$ cat src/core/sac_regs.svh
`ifndef SAC_REGS_SVH
`define SAC_REGS_SVH

// apb register byte offsets
`define SAC_STATUS_OFS 12'h000
`define SAC_CTRL_OFS 12'h004
// control register: restart bit position
`define SAC_CTRL_RESTART_BIT 0
// attenuation word: bit that must end up low, maximum code (15.5 dB * 4)
`define SAC_WORD_BIT7 7
`define SAC_MAX_WORD 8'h3e
`define SAC_MIN_WORD 8'h00
// power-up timing
`define SAC_PUP_DELAY_NS 40000
`define SAC_CLK_NS 40
// pins need four edges after release to pass the sync into the sampled group, read on the fifth
`define SAC_SETTLE_CYC 10'h005

`endif

$ cat src/core/sac_pkg.sv
package sac_pkg;

    typedef enum logic [1:0] {
        SAC_PUP,
        SAC_DWAIT,
        SAC_RUN
    } sac_state_t;

    // pins from the host, sampled as one group
    typedef struct packed {
        logic sel;
        logic strobe;
        logic sclk;
        logic sdata;
        logic [4:0] pstep;
    } sac_pins_t;

    typedef struct packed {
        logic psel;
        logic penable;
        logic pwrite;
        logic [11:0] paddr;
        logic [31:0] pwdata;
    } sac_apb_req_t;

    typedef struct packed {
        sac_state_t st;
        logic [9:0] cnt;
        logic [7:0] core;
        logic [7:0] shift;
        sac_pins_t s1;
        sac_pins_t s2;
        sac_pins_t s3;
        sac_pins_t pins;
        logic seq_done;
        logic restart;
        logic [31:0] prdata;
    } sac_regs_t;

endpackage

$ cat src/core/sac_ctrl.sv
// Local design decisions: the APB register port and the register offsets.
`timescale 1ns/1ps
`include "sac_regs.svh"

module sac_ctrl #(
    parameter int PUP_DELAY_NS = `SAC_PUP_DELAY_NS,
    parameter int CLK_NS = `SAC_CLK_NS
) (
    // clock and reset
    input wire logic sys_clk_in,
    input wire logic reset_in,
    // host control pins
    input wire sac_pkg::sac_pins_t host_pins_in,
    // apb slave
    input wire sac_pkg::sac_apb_req_t apb_req_in,
    output logic [31:0] prdata_out,
    output logic pready_out,
    output logic pslverr_out,
    // attenuator core word
    output logic [7:0] step_attenuator_word_out
);
    import sac_pkg::*;

    // least wait, so round up
    localparam logic [9:0] PUP_CYC = 10'((PUP_DELAY_NS + CLK_NS - 1) / CLK_NS);

    sac_regs_t r;
    sac_regs_t nxt;
    logic sclk_rise;
    logic sdata_new;
    logic seq_set;
    logic acc;
    logic mapped;

    // parallel bits sit on word bits 5:1, 0.5 dB per lsb
    function automatic logic [7:0] par_word(input logic [4:0] p);
        par_word = {2'h0, p, 1'h0};
    endfunction

    function automatic logic addr_hit(input logic [11:0] a);
        addr_hit = (a == `SAC_STATUS_OFS) || (a == `SAC_CTRL_OFS);
    endfunction

    assign acc = apb_req_in.psel && apb_req_in.penable;
    assign mapped = addr_hit(apb_req_in.paddr);

    always_comb begin
        nxt = r;
        sclk_rise = 1'b0;
        seq_set = 1'b0;
        sdata_new = r.pins.sdata;
        nxt.s1 = host_pins_in;
        nxt.s2 = r.s1;
        nxt.s3 = r.s2;
        // a pin change counts once two stages agree
        if (r.s2 == r.s3) begin
            nxt.pins = r.s3;
            sclk_rise = r.s3.sclk && !r.pins.sclk;
            sdata_new = r.s3.sdata;
        end
        // shift runs in any mode, as the host clocks it
        if (sclk_rise) begin
            nxt.shift = {sdata_new, r.shift[7:1]};
        end
        nxt.restart = 1'b0;
        unique case (r.st)
            SAC_PUP: begin
                nxt.core = `SAC_MAX_WORD;
                nxt.cnt = r.cnt + 10'h001;
                // wait until the synchroniser holds real pin levels
                if (r.cnt == `SAC_SETTLE_CYC - 10'h001) begin
                    nxt.cnt = 10'h000;
                    if (!r.pins.sel && r.pins.strobe) begin
                        nxt.st = SAC_DWAIT;
                    end else begin
                        nxt.st = SAC_RUN;
                    end
                end
            end
            SAC_DWAIT: begin
                nxt.core = `SAC_MAX_WORD;
                nxt.cnt = r.cnt + 10'h001;
                if (r.cnt == PUP_CYC - 10'h001) begin
                    nxt.cnt = 10'h000;
                    nxt.st = SAC_RUN;
                    // pulled-down inputs read zero: minimum attenuation
                    nxt.core = par_word(r.pins.pstep);
                end
            end
            SAC_RUN: begin
                // mode follows the select pin live, no power cycle
                if (r.pins.strobe) begin
                    if (r.pins.sel) begin
                        nxt.core = r.shift;
                        if (!r.shift[`SAC_WORD_BIT7]) begin
                            nxt.seq_done = 1'b1;
                            seq_set = 1'b1;
                        end
                    end else begin
                        nxt.core = par_word(r.pins.pstep);
                    end
                end
            end
        endcase
        // apb: read data registered in the setup phase
        if (apb_req_in.psel && !apb_req_in.penable) begin
            nxt.prdata = 32'h0;
            if (apb_req_in.paddr == `SAC_STATUS_OFS) begin
                nxt.prdata = {11'h0, r.st, r.seq_done, r.pins.strobe, r.pins.sel,
                              r.shift, r.core};
            end
        end
        if (acc && apb_req_in.pwrite && apb_req_in.paddr == `SAC_CTRL_OFS) begin
            nxt.restart = apb_req_in.pwdata[`SAC_CTRL_RESTART_BIT];
        end
        // soft power-up: same sequence as a reset, pins already settled
        if (r.restart) begin
            nxt.st = SAC_PUP;
            nxt.cnt = 10'h000;
            nxt.core = `SAC_MAX_WORD;
            // a serial load in the same cycle still counts
            nxt.seq_done = seq_set;
        end
    end

    always_ff @(posedge sys_clk_in) begin
        if (reset_in) begin
            r <= '{st: SAC_PUP, cnt: 10'h000, core: `SAC_MAX_WORD, shift: 8'h00,
                   s1: '0, s2: '0, s3: '0, pins: '0, seq_done: 1'b0,
                   restart: 1'b0, prdata: 32'h0};
        end else begin
            r <= nxt;
        end
    end

    assign prdata_out = r.prdata;
    assign pready_out = 1'b1;
    assign pslverr_out = acc && !mapped;
    assign step_attenuator_word_out = r.core;
endmodule // sac_ctrl

$ cat config.mk
export PLATFORM = sky130hd
export DESIGN_NAME = sac_ctrl
export DESIGN_NICKNAME = d
export VERILOG_FILES = /design/src/core/sac_pkg.sv /design/src/core/sac_ctrl.sv
export VERILOG_INCLUDE_DIRS = /design/src /design/src/core
export SDC_FILE = /design/constraint.sdc
export NUM_CORES = 1
export LEC_CHECK = 0
export BUFFER_PORTS_ARGS = -buffer_cell sky130_fd_sc_hd__clkbuf_2
export CORE_MARGIN = 2
export CORE_UTILIZATION = 35
export DETAILED_ROUTE_END_ITERATION = 10
export GPL_ROUTABILITY_DRIVEN = 1
export PLACE_DENSITY = 0.69
export SLEW_MARGIN = 25
export SYNTH_ARGS = -nofsm -noshare
export SYNTH_HDL_FRONTEND = slang
export SYNTH_SLANG_ARGS = --single-unit
$ cat constraint.sdc
create_clock -name sys_clk_in -period 1.88 [get_ports sys_clk_in]
set_input_delay 0.188 -clock sys_clk_in [delete_from_list [all_inputs] [get_ports sys_clk_in]]
set_output_delay 0.188 -clock sys_clk_in [all_outputs]
set_load 0.02 [all_outputs]
==> metrics.yaml, run 1 <==
multi_input_area_um2: 1560
cp_max_fo: 8
nets: 477
slowest_stage: "or4_1"
setup-violations-final: 0
yosysWarnings: 0
max_freq_mhz: 568
clkTransAtPathRegs_ns: 0.08
viasPerCell: 4.55
core_area_um2: 10200
clkPwrFrac_pct: 36.9
clk_path_buf_depth: 2
grt_pass1_wl_um: 10900
n_fill_cell: 1044
p_switching_uw: 907
place_hpwl_um: 4480
synth_top_family_by_area: "simple AND/OR/NAND/NOR gates"
crit_family: "simple AND/OR/NAND/NOR gates"
worst-path-stages: 5
postRouteAntennaNets: 0
cts_buffers: 9
syn2layout_area_growth_pct: 11.7
cp-end-kind: "flop"
cpPeakStageDelay_ns: 0.54
synth-simple-area-share_pct: 21.8
drv_slew: 0
placed_area_um2: 3830
postCtsSetupBuffers: 0
vdd_drop_max_mv: 0.326
die_height_um: 106
reg2reg_depth: 5
synth-seq-cells: 86
drc: 0
instances_no_fill: 555
p_leak_uw: 0.00165
p_int_uw: 2650
muxShareOfSynthArea_pct: 4.41
grtUsageTotal_pct: 12.1
row_count: 37
critPathLaunch: "r[45]"
syn_inst: 383
drtIter0Drc: 106
r2r_end: "r[42]"
clock_sinks: 86
synth-adder-area-share_pct: 1.72
regArea_um2: 1720
syn_area_um2: 3630
endpoint: "r[42]"
tritoncts: "yes"
r2r_slack_ns: 0.12
layout-drive-gt1-share_pct: 21.2
path_buf_inv: 1
yosysUniqueCellTypes: 42
grt-ovfl-total: 0
switching_share_pct: 25.5
status: "complete, no violations"
grt_max_degree: 77
hold_viol_final: 0
cts_root_buf: "clkbuf_8"
period_minus_slack_ns: 1.76
synthArstFlopShare_pct: 0
routed_wirelength_um: 6450
synth_top_area_cell: "dfxtp_1"
finish.utilization_pct: 39.8
antenna_found_initial: 0
arrival_ns: 2.05
worst-setup-path-type: "flop to flop"
finalCritPeriodShare_pct: 93.7
seqPwrFrac_pct: 53.5
avgSynthCellArea_um2: 9.48
cp.required_ns: 2.17
clk_latency_ns: 0.36
first_global_vias: 2405
yosysSeqAreaShare_pct: 47.4
die_w_um: 106
finalSetupTns_ns: 0
dieArea_um2: 11200
synth_ff_type: "dfxtp_1"
insertedDiodeCount: 0
critPathLaunchType: "flop"
yosys.area_share.xor_xnor_pct: 4.10
detail_route.wl_per_cell_um: 11.6
cts-htree-levels: 3
rsz0062_at_grt: "no"
synth_area_leaders: "dfxtp_1 (47%), buf_4 (8.5%), a22oi_1 (5.2%)"
combinationalPowerShare_pct: 9.6
reg2reg_from: "r[45]"
port_buffers: 56
initial_utilization_pct: 35.6
cap_violations: 0
synth_compound_area_share_pct: 9.31
io_pins: 100
dp_cells: 539
first_pass_iters: 4
synth_edf_count: 0
vias: 2527
final_area_um2: 4050
crit_chain: "xor2_1, or4_1, nor4_2, buf_4, mux2i_1"
worst_clock_skew_ns: 0.0142
p_per_area_nw_per_um2: 878
synth_top_area_share_pct: 47.4
min_path_type: "input port to flop"
gpl.final_weighted_congestion: 0.807
ctsHoldBuffers: 0
==> layer usage <==
layer  wire (um)  track usage (%)  share of wire (%)  vias up
met4         165             6.77                2.6        0
li1            -                -                  -     1302
met1        3040             14.7                 47     1139
met3         336             3.28                5.2       13
met2        2910             19.4                 45       73
met5           0                0                  0        -
==> flip-flops by register name, indices dropped and copies added, names as in the netlist <==
register,flops
r,39
prdata_out,21
nxt,18
step_attenuator_word_out,8
==> through the flow <==
stage | power [uW] | setup slack [ns] | hold slack (ns)
floorplan | 2200 | 0.217 | 0.316
global placement | 2270 | 0.147 | 0.406
finish | 3560 | 0.118 | 0.0271
CTS | 3600 | 0.106 | 0.00987
global route | 3750 | 0.0123 | 0.0266
detailed placement | 2280 | 0.130 | 0.400
==> area by class of cell <==
class                      count  share of cell area, %
clock buffer                   9                   3.06
clock inverter                 7                   1.91
inverter                       8                  0.741
multi-input combinational    243                   38.5
sequential                    86                   42.5
tap                          136                   4.20
timing repair buffer          66                   9.07
==> cells in the mapped netlist, types with 6 or more instances <==
cell,instances
a21oi_1,10
a22oi_1,25
buf_4,41
clkbuf_1,14
dfxtp_1,86
inv_1,8
mux2i_1,16
nand2_1,12
nand2b_1,28
nor2_1,37
nor2b_1,29
nor3_1,10
xnor2_1,6
xor2_1,11
==> worst min-delay path by stage <==
stage | start | endpoint | slack, ns | depth (start not counted)
2_1_floorplan | host_pins_in[0] | nxt[52] | 0.32 | 1
3_3_place_gp | host_pins_in[2] | nxt[54] | 0.41 | 2
3_5_place_dp | host_pins_in[2] | nxt[54] | 0.40 | 2
4_1_cts | host_pins_in[2] | nxt[54] | 0.01 | 2
5_1_grt | host_pins_in[6] | nxt[58] | 0.03 | 2
6_report | host_pins_in[2] | nxt[54] | 0.03 | 2
==> kinds of logic (layout without fill, tap and decap cells) <==
logic type,after synthesis,in the layout
fa+ha+maj,5,5
simple gates,144,144
compound gates,49,49
mux,16,16
buf+inv,64,90
other cells,2,12
xor+xnor,17,17
flops,86,86
==> worst register-to-register path: stages, from the launching register on <==
cell     delay [ns]
dfxtp_1        0.32
xor2_1         0.17
or4_1          0.54
nor4_2         0.25
buf_4          0.23
mux2i_1        0.19
==> what timing repair did <==
| action | in CTS | in global routing |
|---|---|---|
| setup endpoints to repair | 0 | 13 |
| resized for setup | 0 | 3 |
| hold endpoints to repair | 0 | 0 |
==> power groups by stage <==
stage | registers [uW] | clock network (uW) | logic [uW]
2_1_floorplan | 1940 | 0 | 263
3_3_place_gp | 1950 | 0 | 322
3_5_place_dp | 1950 | 0 | 331
4_1_cts | 1900 | 1360 | 334
5_1_grt | 1910 | 1460 | 380
6_report | 1900 | 1310 | 341
==> placed cells by master, fill, tap and decap left out, drive strengths merged, types with 2 or more instances in the layout <==
cell type,synthesis,layout
nand2b,28,28
dfxtp,86,86
xnor2,6,6
nand4,3,3
clkbuf,14,65
nand3,5,5
ha,5,5
a31oi,3,3
conb,2,12
mux2i,16,16
a22oi,25,25
nor4,5,5
buf,42,10
or3,2,2
nor3b,2,2
and4,2,2
inv,8,12
nor3,10,10
o21ai,5,5
xor2,11,11
nand2,12,12
nor2,37,37
nor2b,29,29
a21oi,10,10
No activity file was read; power rests on OpenSTA's default activity.
==> run 2, diff against run 1 <==
- ABC_AREA: default -> 1
- CORE_UTILIZATION: 35 -> 45
- HOLD_SLACK_MARGIN: default -> 0.15
- PLACE_DENSITY: 0.69 -> 0.82
==> run 2 against run 1 <==
Against the previous run: via count is 27% higher; highest routed layer unchanged; non-clock buffer count grew 10; count of clock-buffer cells in the layout grew 1; cell count is 21% higher; synthesized area increased by 6.1%; global-route usage rose by 4.9 points; register-to-register slack gained 0.05 ns; combinational power grew to 2.5 times the previous value; synthesized cell count rose by 36%; clock power is essentially flat; die area decreased by 17%.
==> metrics.yaml, run 2 <==
finalSetupTns_ns: 0  # unchanged
n_fill_cell: 774  # was 1,044
mostFrequentLayoutCell: "nand2_1"  # was dfxtp_1
row_count: 33  # was 37
synth-seq-cells: 87  # was 86
yosysSeqAreaShare_pct: 45.2  # was 47.4%
cp.required_ns: 2.14  # was 2.17 ns
synthTopCellsByCount: "nand2_1 (93), dfxtp_1 (87), nor2_1 (85)"  # was dfxtp_1 (86), buf_4 (41), nor2_1 (37)
io_pins: 100  # unchanged
grt_util_met1_pct: 18.4  # was 14.7%
status: "complete, no violations"  # unchanged
port_buffers: 56  # unchanged
postRouteAntennaNets: 0  # unchanged
die_w_um: 96.5  # was 106 um
synth_ff_type: "dfxtp_1"  # unchanged
place_hpwl_um: 5310  # was 4480 um
cts-htree-levels: 3  # unchanged
multi_input_area_um2: 1530  # was 1560 um^2
grt_max_degree: 43  # was 77
tritoncts: "yes"  # unchanged
grt_pass1_wl_um: 12300  # was 10,900 um
syn_area_um2: 3850  # was 3630 um^2
vdd_drop_max_mv: 0.586  # was 0.326 mV
first_global_vias: 2904  # was 2,405
gr-usage-met3_pct: 4.97  # was 3.28%
clk_latency_ns: 0.36  # about the same
regArea_um2: 1740  # was 1720 um^2
top_usage_layer: "met2"  # unchanged
cp_max_fo: 6  # was 8
clock_sinks: 87  # was 86
routed_wirelength_um: 7620  # was 6450 um
cap_violations: 0  # unchanged
cts_root_buf: "clkbuf_8"  # unchanged
grtUsageTotal_pct: 17.0  # was 12.1%
critPathLaunchType: "flop"  # unchanged
pre_cts_ws_ns: 0.198  # was 0.130 ns
largest_reg_flops: 40  # was 39
synthArstFlopShare_pct: 0  # unchanged
drc: 0  # unchanged
clkTransAtPathRegs_ns: 0.09  # was 0.08 ns
top_register: "r"  # unchanged
use_met2_pct: 31.0  # was 19.4%
antenna_found_initial: 0  # unchanged
dieArea_um2: 9310  # was 11,200 um^2
worst-setup-path-type: "flop to flop"  # unchanged
avgSynthCellArea_um2: 7.41  # was 9.48 um^2
max_freq_mhz: 584  # was 568 MHz
rsz0062_at_grt: "no"  # unchanged
drtIter0Drc: 181  # was 106
arrival_ns: 1.97  # was 2.05 ns
initial_utilization_pct: 46.6  # was 35.6%
setup-violations-final: 0  # unchanged
detail_route.wl_per_cell_um: 11.4  # was 11.6 um
p_leak_uw: 0.00191  # was 0.00165 uW
cp-end-kind: "flop"  # unchanged
nets: 622  # was 477
p_per_area_nw_per_um2: 1000  # was 878 nW/um^2
syn2layout_area_growth_pct: 11.7  # about the same
yosysUniqueCellTypes: 31  # was 42
layout-drive-gt1-share_pct: 16.0  # was 21.2%
worst_clock_skew_ns: 0.0114  # was 0.0142 ns
period_minus_slack_ns: 1.71  # was 1.76 ns
synth_area_leaders: "dfxtp_1 (45%), nand2_1 (9.1%), nor2_1 (8.3%)"  # was dfxtp_1 (47%), buf_4 (8.5%), a22oi_1 (5.2%)
synth_most_common_cell: "nand2_1"  # was dfxtp_1
core_area_um2: 8260  # was 10,200 um^2
report.power.total_uw: 4310  # was 3560 uW
cts_buffers: 9  # unchanged
die_height_um: 96.5  # was 106 um
vias: 3212  # was 2,527
synth_edf_count: 0  # unchanged
grt-ovfl-total: 0  # unchanged
hold_slack_ns: 0.218  # was 0.0271 ns
synth_top_area_cell: "dfxtp_1"  # unchanged
yosysWarnings: 0  # unchanged
viasPerCell: 4.80  # was 4.55
postCtsSetupBuffers: 0  # unchanged
final_cell_mix: "nand2_1 (93), dfxtp_1 (87), nor2_1 (84)"  # was dfxtp_1 (86), clkbuf_2 (56), nor2_1 (37)
gpl.final_weighted_congestion: 0.795  # was 0.807
first_pass_iters: 5  # was 4
syn_inst: 520  # was 383
drv_slew: 0  # unchanged
setup_ws_ns: 0.168  # was 0.118 ns
clk_path_buf_depth: 2  # unchanged
hold_viol_final: 0  # unchanged
synth_top_area_share_pct: 45.2  # was 47.4%
min_path_type: "input port to flop"  # unchanged
insertedDiodeCount: 0  # unchanged
finalCritPeriodShare_pct: 91.1  # was 93.7%
## run 2: final timing paths
| check | from | to | cells past startpoint | slack [ns] |
|---|---|---|---|---|
| setup / recovery | r[96] | r[95] | 9 | 0.17 |
| hold reg to reg | nxt[56] | nxt[47] | 2 | 0.41 |
| setup reg to reg | r[96] | r[95] | 9 | 0.17 |
| hold / removal | apb_req_in[35] | r[32] | 6 | 0.22 |
## run 2: cell families after synthesis
| logic type | synth area share [%] |
|---|---|
| xor gates and xnor gates | 2.73 |
| DFF | 45.2 |
| adders and majority gates | 1.62 |
| AOI/OAI and AO/OA | 10.8 |
| other | 0.195 |
| buffers and inverters | 16.2 |
| and+or+nand+nor | 23.2 |
## run 2: layer usage
metal  share of wire, %  up-vias
li1                   -     1646
met4                1.8        0
met2                 49      121
met3                6.3       15
met5                  0        -
met1                 43     1430
## run 2: repair_timing
action / in CTS / in global routing
hold buffers: 13 / 0
endpoints found under the hold margin: 10 / 0
endpoints found under the setup margin: 0 / 1
resized for setup: 0 / 1
## run 2: area by class of cell
class	count	share of cell area [%]
inverter	61	5.35
clock inverter	6	1.63
sequential	87	40.5
clock buffer	10	3.20
tap	105	3.05
timing repair buffer	76	10.8
multi-input combinational	324	35.5
## run 2: worst max-delay path, stage by stage, from the launching register on
cell     delay (ns)
dfxtp_1        0.39
inv_1          0.08
ha_1           0.24
nor2_1         0.32
inv_1          0.19
nand2_1        0.09
nor2_1         0.04
nand2_1        0.08
xor2_1         0.14
nor2_1         0.05
## run 2: stage by stage
| step | area (um^2) | cells | utilization (%) |
|---|---|---|---|
| 2_1_floorplan | 3890 | 530 | - |
| 3_3_place_gp | 3960 | 640 | 48.0 |
| 3_5_place_dp | 3960 | 640 | 48.0 |
| 4_1_cts | 4300 | 669 | 52.0 |
| 5_1_grt | 4300 | 669 | 52.1 |
| 6_report | 4300 | 669 | 52.1 |
## run 2: power by group
part | leakage (uW) | total [uW] | internal (uW) | switching, uW
clock network | 0.000106 | 1330 | 657 | 677
registers | 0.000712 | 2110 | 1990 | 119
logic | 0.00109 | 865 | 295 | 570
==> run 3, diff against run 2 <==
- CORE_UTILIZATION: 45 -> 25
- PLACE_DENSITY: 0.82 -> 0.56
==> run 3 against run 2 <==
Against the previous run: die area up 76%; wire length fell by 0.75%; hold slack lost 0.035 ns; via count down 5.4%; global-route usage fell by 7.4 points; critical path type unchanged; largest cell class unchanged.
==> metrics.yaml, run 3 (same netlist as run 2, synthesis figures left out) <==
clkTransAtPathRegs_ns: 0.06  # was 0.09 ns
gpl.final_weighted_congestion: 0.802  # was 0.795
routed_wirelength_um: 7560  # was 7620 um
cp.required_ns: 2.10  # was 2.14 ns
antenna_found_initial: 0  # unchanged
cp-end-kind: "flop"  # unchanged
viasPerCell: 4.03  # was 4.80
die_height_um: 128  # was 96.5 um
mostFrequentLayoutCell: "nand2_1"  # unchanged
ctsHoldBuffers: 13  # unchanged
cts-htree-levels: 3  # unchanged
gr-usage-met3_pct: 3.76  # was 4.97%
worst_clock_skew_ns: 0.00368  # was 0.0114 ns
grt_max_degree: 43  # unchanged
final_area_um2: 4510  # was 4300 um^2
ctsResizeCount: 0  # unchanged
p_leak_uw: 0.00197  # was 0.00191 uW
detail_route.wl_per_cell_um: 10.0  # was 11.4 um
regArea_um2: 1740  # unchanged
min_from: "reset_in"  # was apb_req_in[35]
layout-drive-gt1-share_pct: 16.1  # was 16.0%
vdd_drop_max_mv: 0.456  # was 0.586 mV
insertedDiodeCount: 0  # unchanged
port_buffers: 56  # unchanged
pre_cts_ws_ns: 0.286  # was 0.198 ns
finish.utilization_pct: 29.8  # was 52.1%
critPathLaunch: "r[86]"  # was r[96]
grtUsageTotal_pct: 9.63  # was 17.0%
largest_reg_flops: 40  # unchanged
use_met2_pct: 14.9  # was 31.0%
min_path_type: "input port to flop"  # unchanged
clock_sinks: 87  # unchanged
die_w_um: 128  # was 96.5 um
worst-setup-path-type: "flop to flop"  # unchanged
placed_area_um2: 4090  # was 3960 um^2
row_count: 45  # was 33
nets: 625  # was 622
p_per_area_nw_per_um2: 1060  # was 1000 nW/um^2
clk_latency_ns: 0.34  # was 0.36 ns
first_pass_iters: 4  # was 5
final_cell_mix: "nand2_1 (93), dfxtp_1 (87), nor2_1 (84)"  # unchanged
period_minus_slack_ns: 1.59  # was 1.71 ns
initial_utilization_pct: 25.4  # was 46.6%
clk_path_buf_depth: 2  # unchanged
cap_violations: 0  # unchanged
drtIter0Drc: 116  # was 181
status: "complete, no violations"  # unchanged
io_pins: 100  # unchanged
multi_input_area_um2: 1520  # was 1530 um^2
grt_util_met1_pct: 12.1  # was 18.4%
setup-violations-final: 0  # unchanged
finalSetupTns_ns: 0  # unchanged
hold_viol_final: 0  # unchanged
finalCritPeriodShare_pct: 84.7  # was 91.1%
max_freq_mhz: 628  # was 584 MHz
grt_pass1_wl_um: 12600  # was 12,300 um
setup_ws_ns: 0.288  # was 0.168 ns
cts_root_buf: "clkbuf_16"  # was clkbuf_8
place_hpwl_um: 5350  # was 5310 um
reg2reg_from: "r[86]"  # was r[96]
drc: 0  # unchanged
rsz0062_at_grt: "no"  # unchanged
tritoncts: "yes"  # unchanged
top_usage_layer: "met2"  # unchanged
n_fill_cell: 1665  # was 774
critPathLaunchType: "flop"  # unchanged
cts_buffers: 9  # unchanged
first_global_vias: 2721  # was 2,904
cp_max_fo: 5  # was 6
grt-ovfl-total: 0  # unchanged
vias: 3039  # was 3,212
postCtsSetupBuffers: 0  # unchanged
postRouteAntennaNets: 0  # unchanged
drv_slew: 0  # unchanged
dieArea_um2: 16400  # was 9310 um^2
arrival_ns: 1.81  # was 1.97 ns
core_area_um2: 15100  # was 8260 um^2
syn2layout_area_growth_pct: 17.2  # was 11.7%
top_register: "r"  # unchanged
==> run 3: cell count changes in the layout (fill, tap and decap cells not counted), sizes merged <==
cell	previous run	this run
buf	7	10
clkinv	6	4
clkbuf	66	67
==> run 3: path summary, 6_finish.rpt <==
kind | endpoint | slack [ns] | cells past startpoint
setup / recovery | step_attenuator_word_out[1] | 0.29 | 8
hold / removal | step_attenuator_word_out[4] | 0.18 | 3
setup reg to reg | step_attenuator_word_out[1] | 0.29 | 8
hold reg to reg | nxt[43] | 0.40 | 2
==> run 3: area by class of cell <==
| type | count | share of cell area, % |
|---|---|---|
| sequential | 87 | 38.6 |
| multi-input combinational | 324 | 33.8 |
| timing repair buffer | 79 | 10.8 |
| clock buffer | 11 | 5.60 |
| tap | 188 | 5.21 |
| inverter | 61 | 5.10 |
| clock inverter | 4 | 0.998 |
==> run 3: metrics by stage <==
step	hold slack, ns	std cells	total power (uW)
2_1_floorplan	0.295	530	2830
3_3_place_gp	0.386	726	3000
3_5_place_dp	0.384	726	3010
4_1_cts	0.169	754	4840
5_1_grt	0.203	754	5040
6_report	0.182	754	4770
==> run 3: power by group <==
part,switching [uW],total (uW),internal (uW)
logic,564,875,311
clock network,701,1790,1090
registers,117,2110,2000
==> run 3: routing by layer <==
metal / share of wire, % / vias to the layer above
li1: - / 1661
met5: 0 / -
met1: 51 / 1300
met3: 5.1 / 10
met4: 1.8 / 0
met2: 42 / 68
==> run 3: critical path, cell delays in order, from the launching register on <==
cell and delay, ns:
dfxtp_1 0.35, ha_1 0.20, nand3_1 0.09, nor3_1 0.21
nand3_1 0.12, nand2_1 0.08, nand2_1 0.11, o21ai_0 0.22
nand3_1 0.10
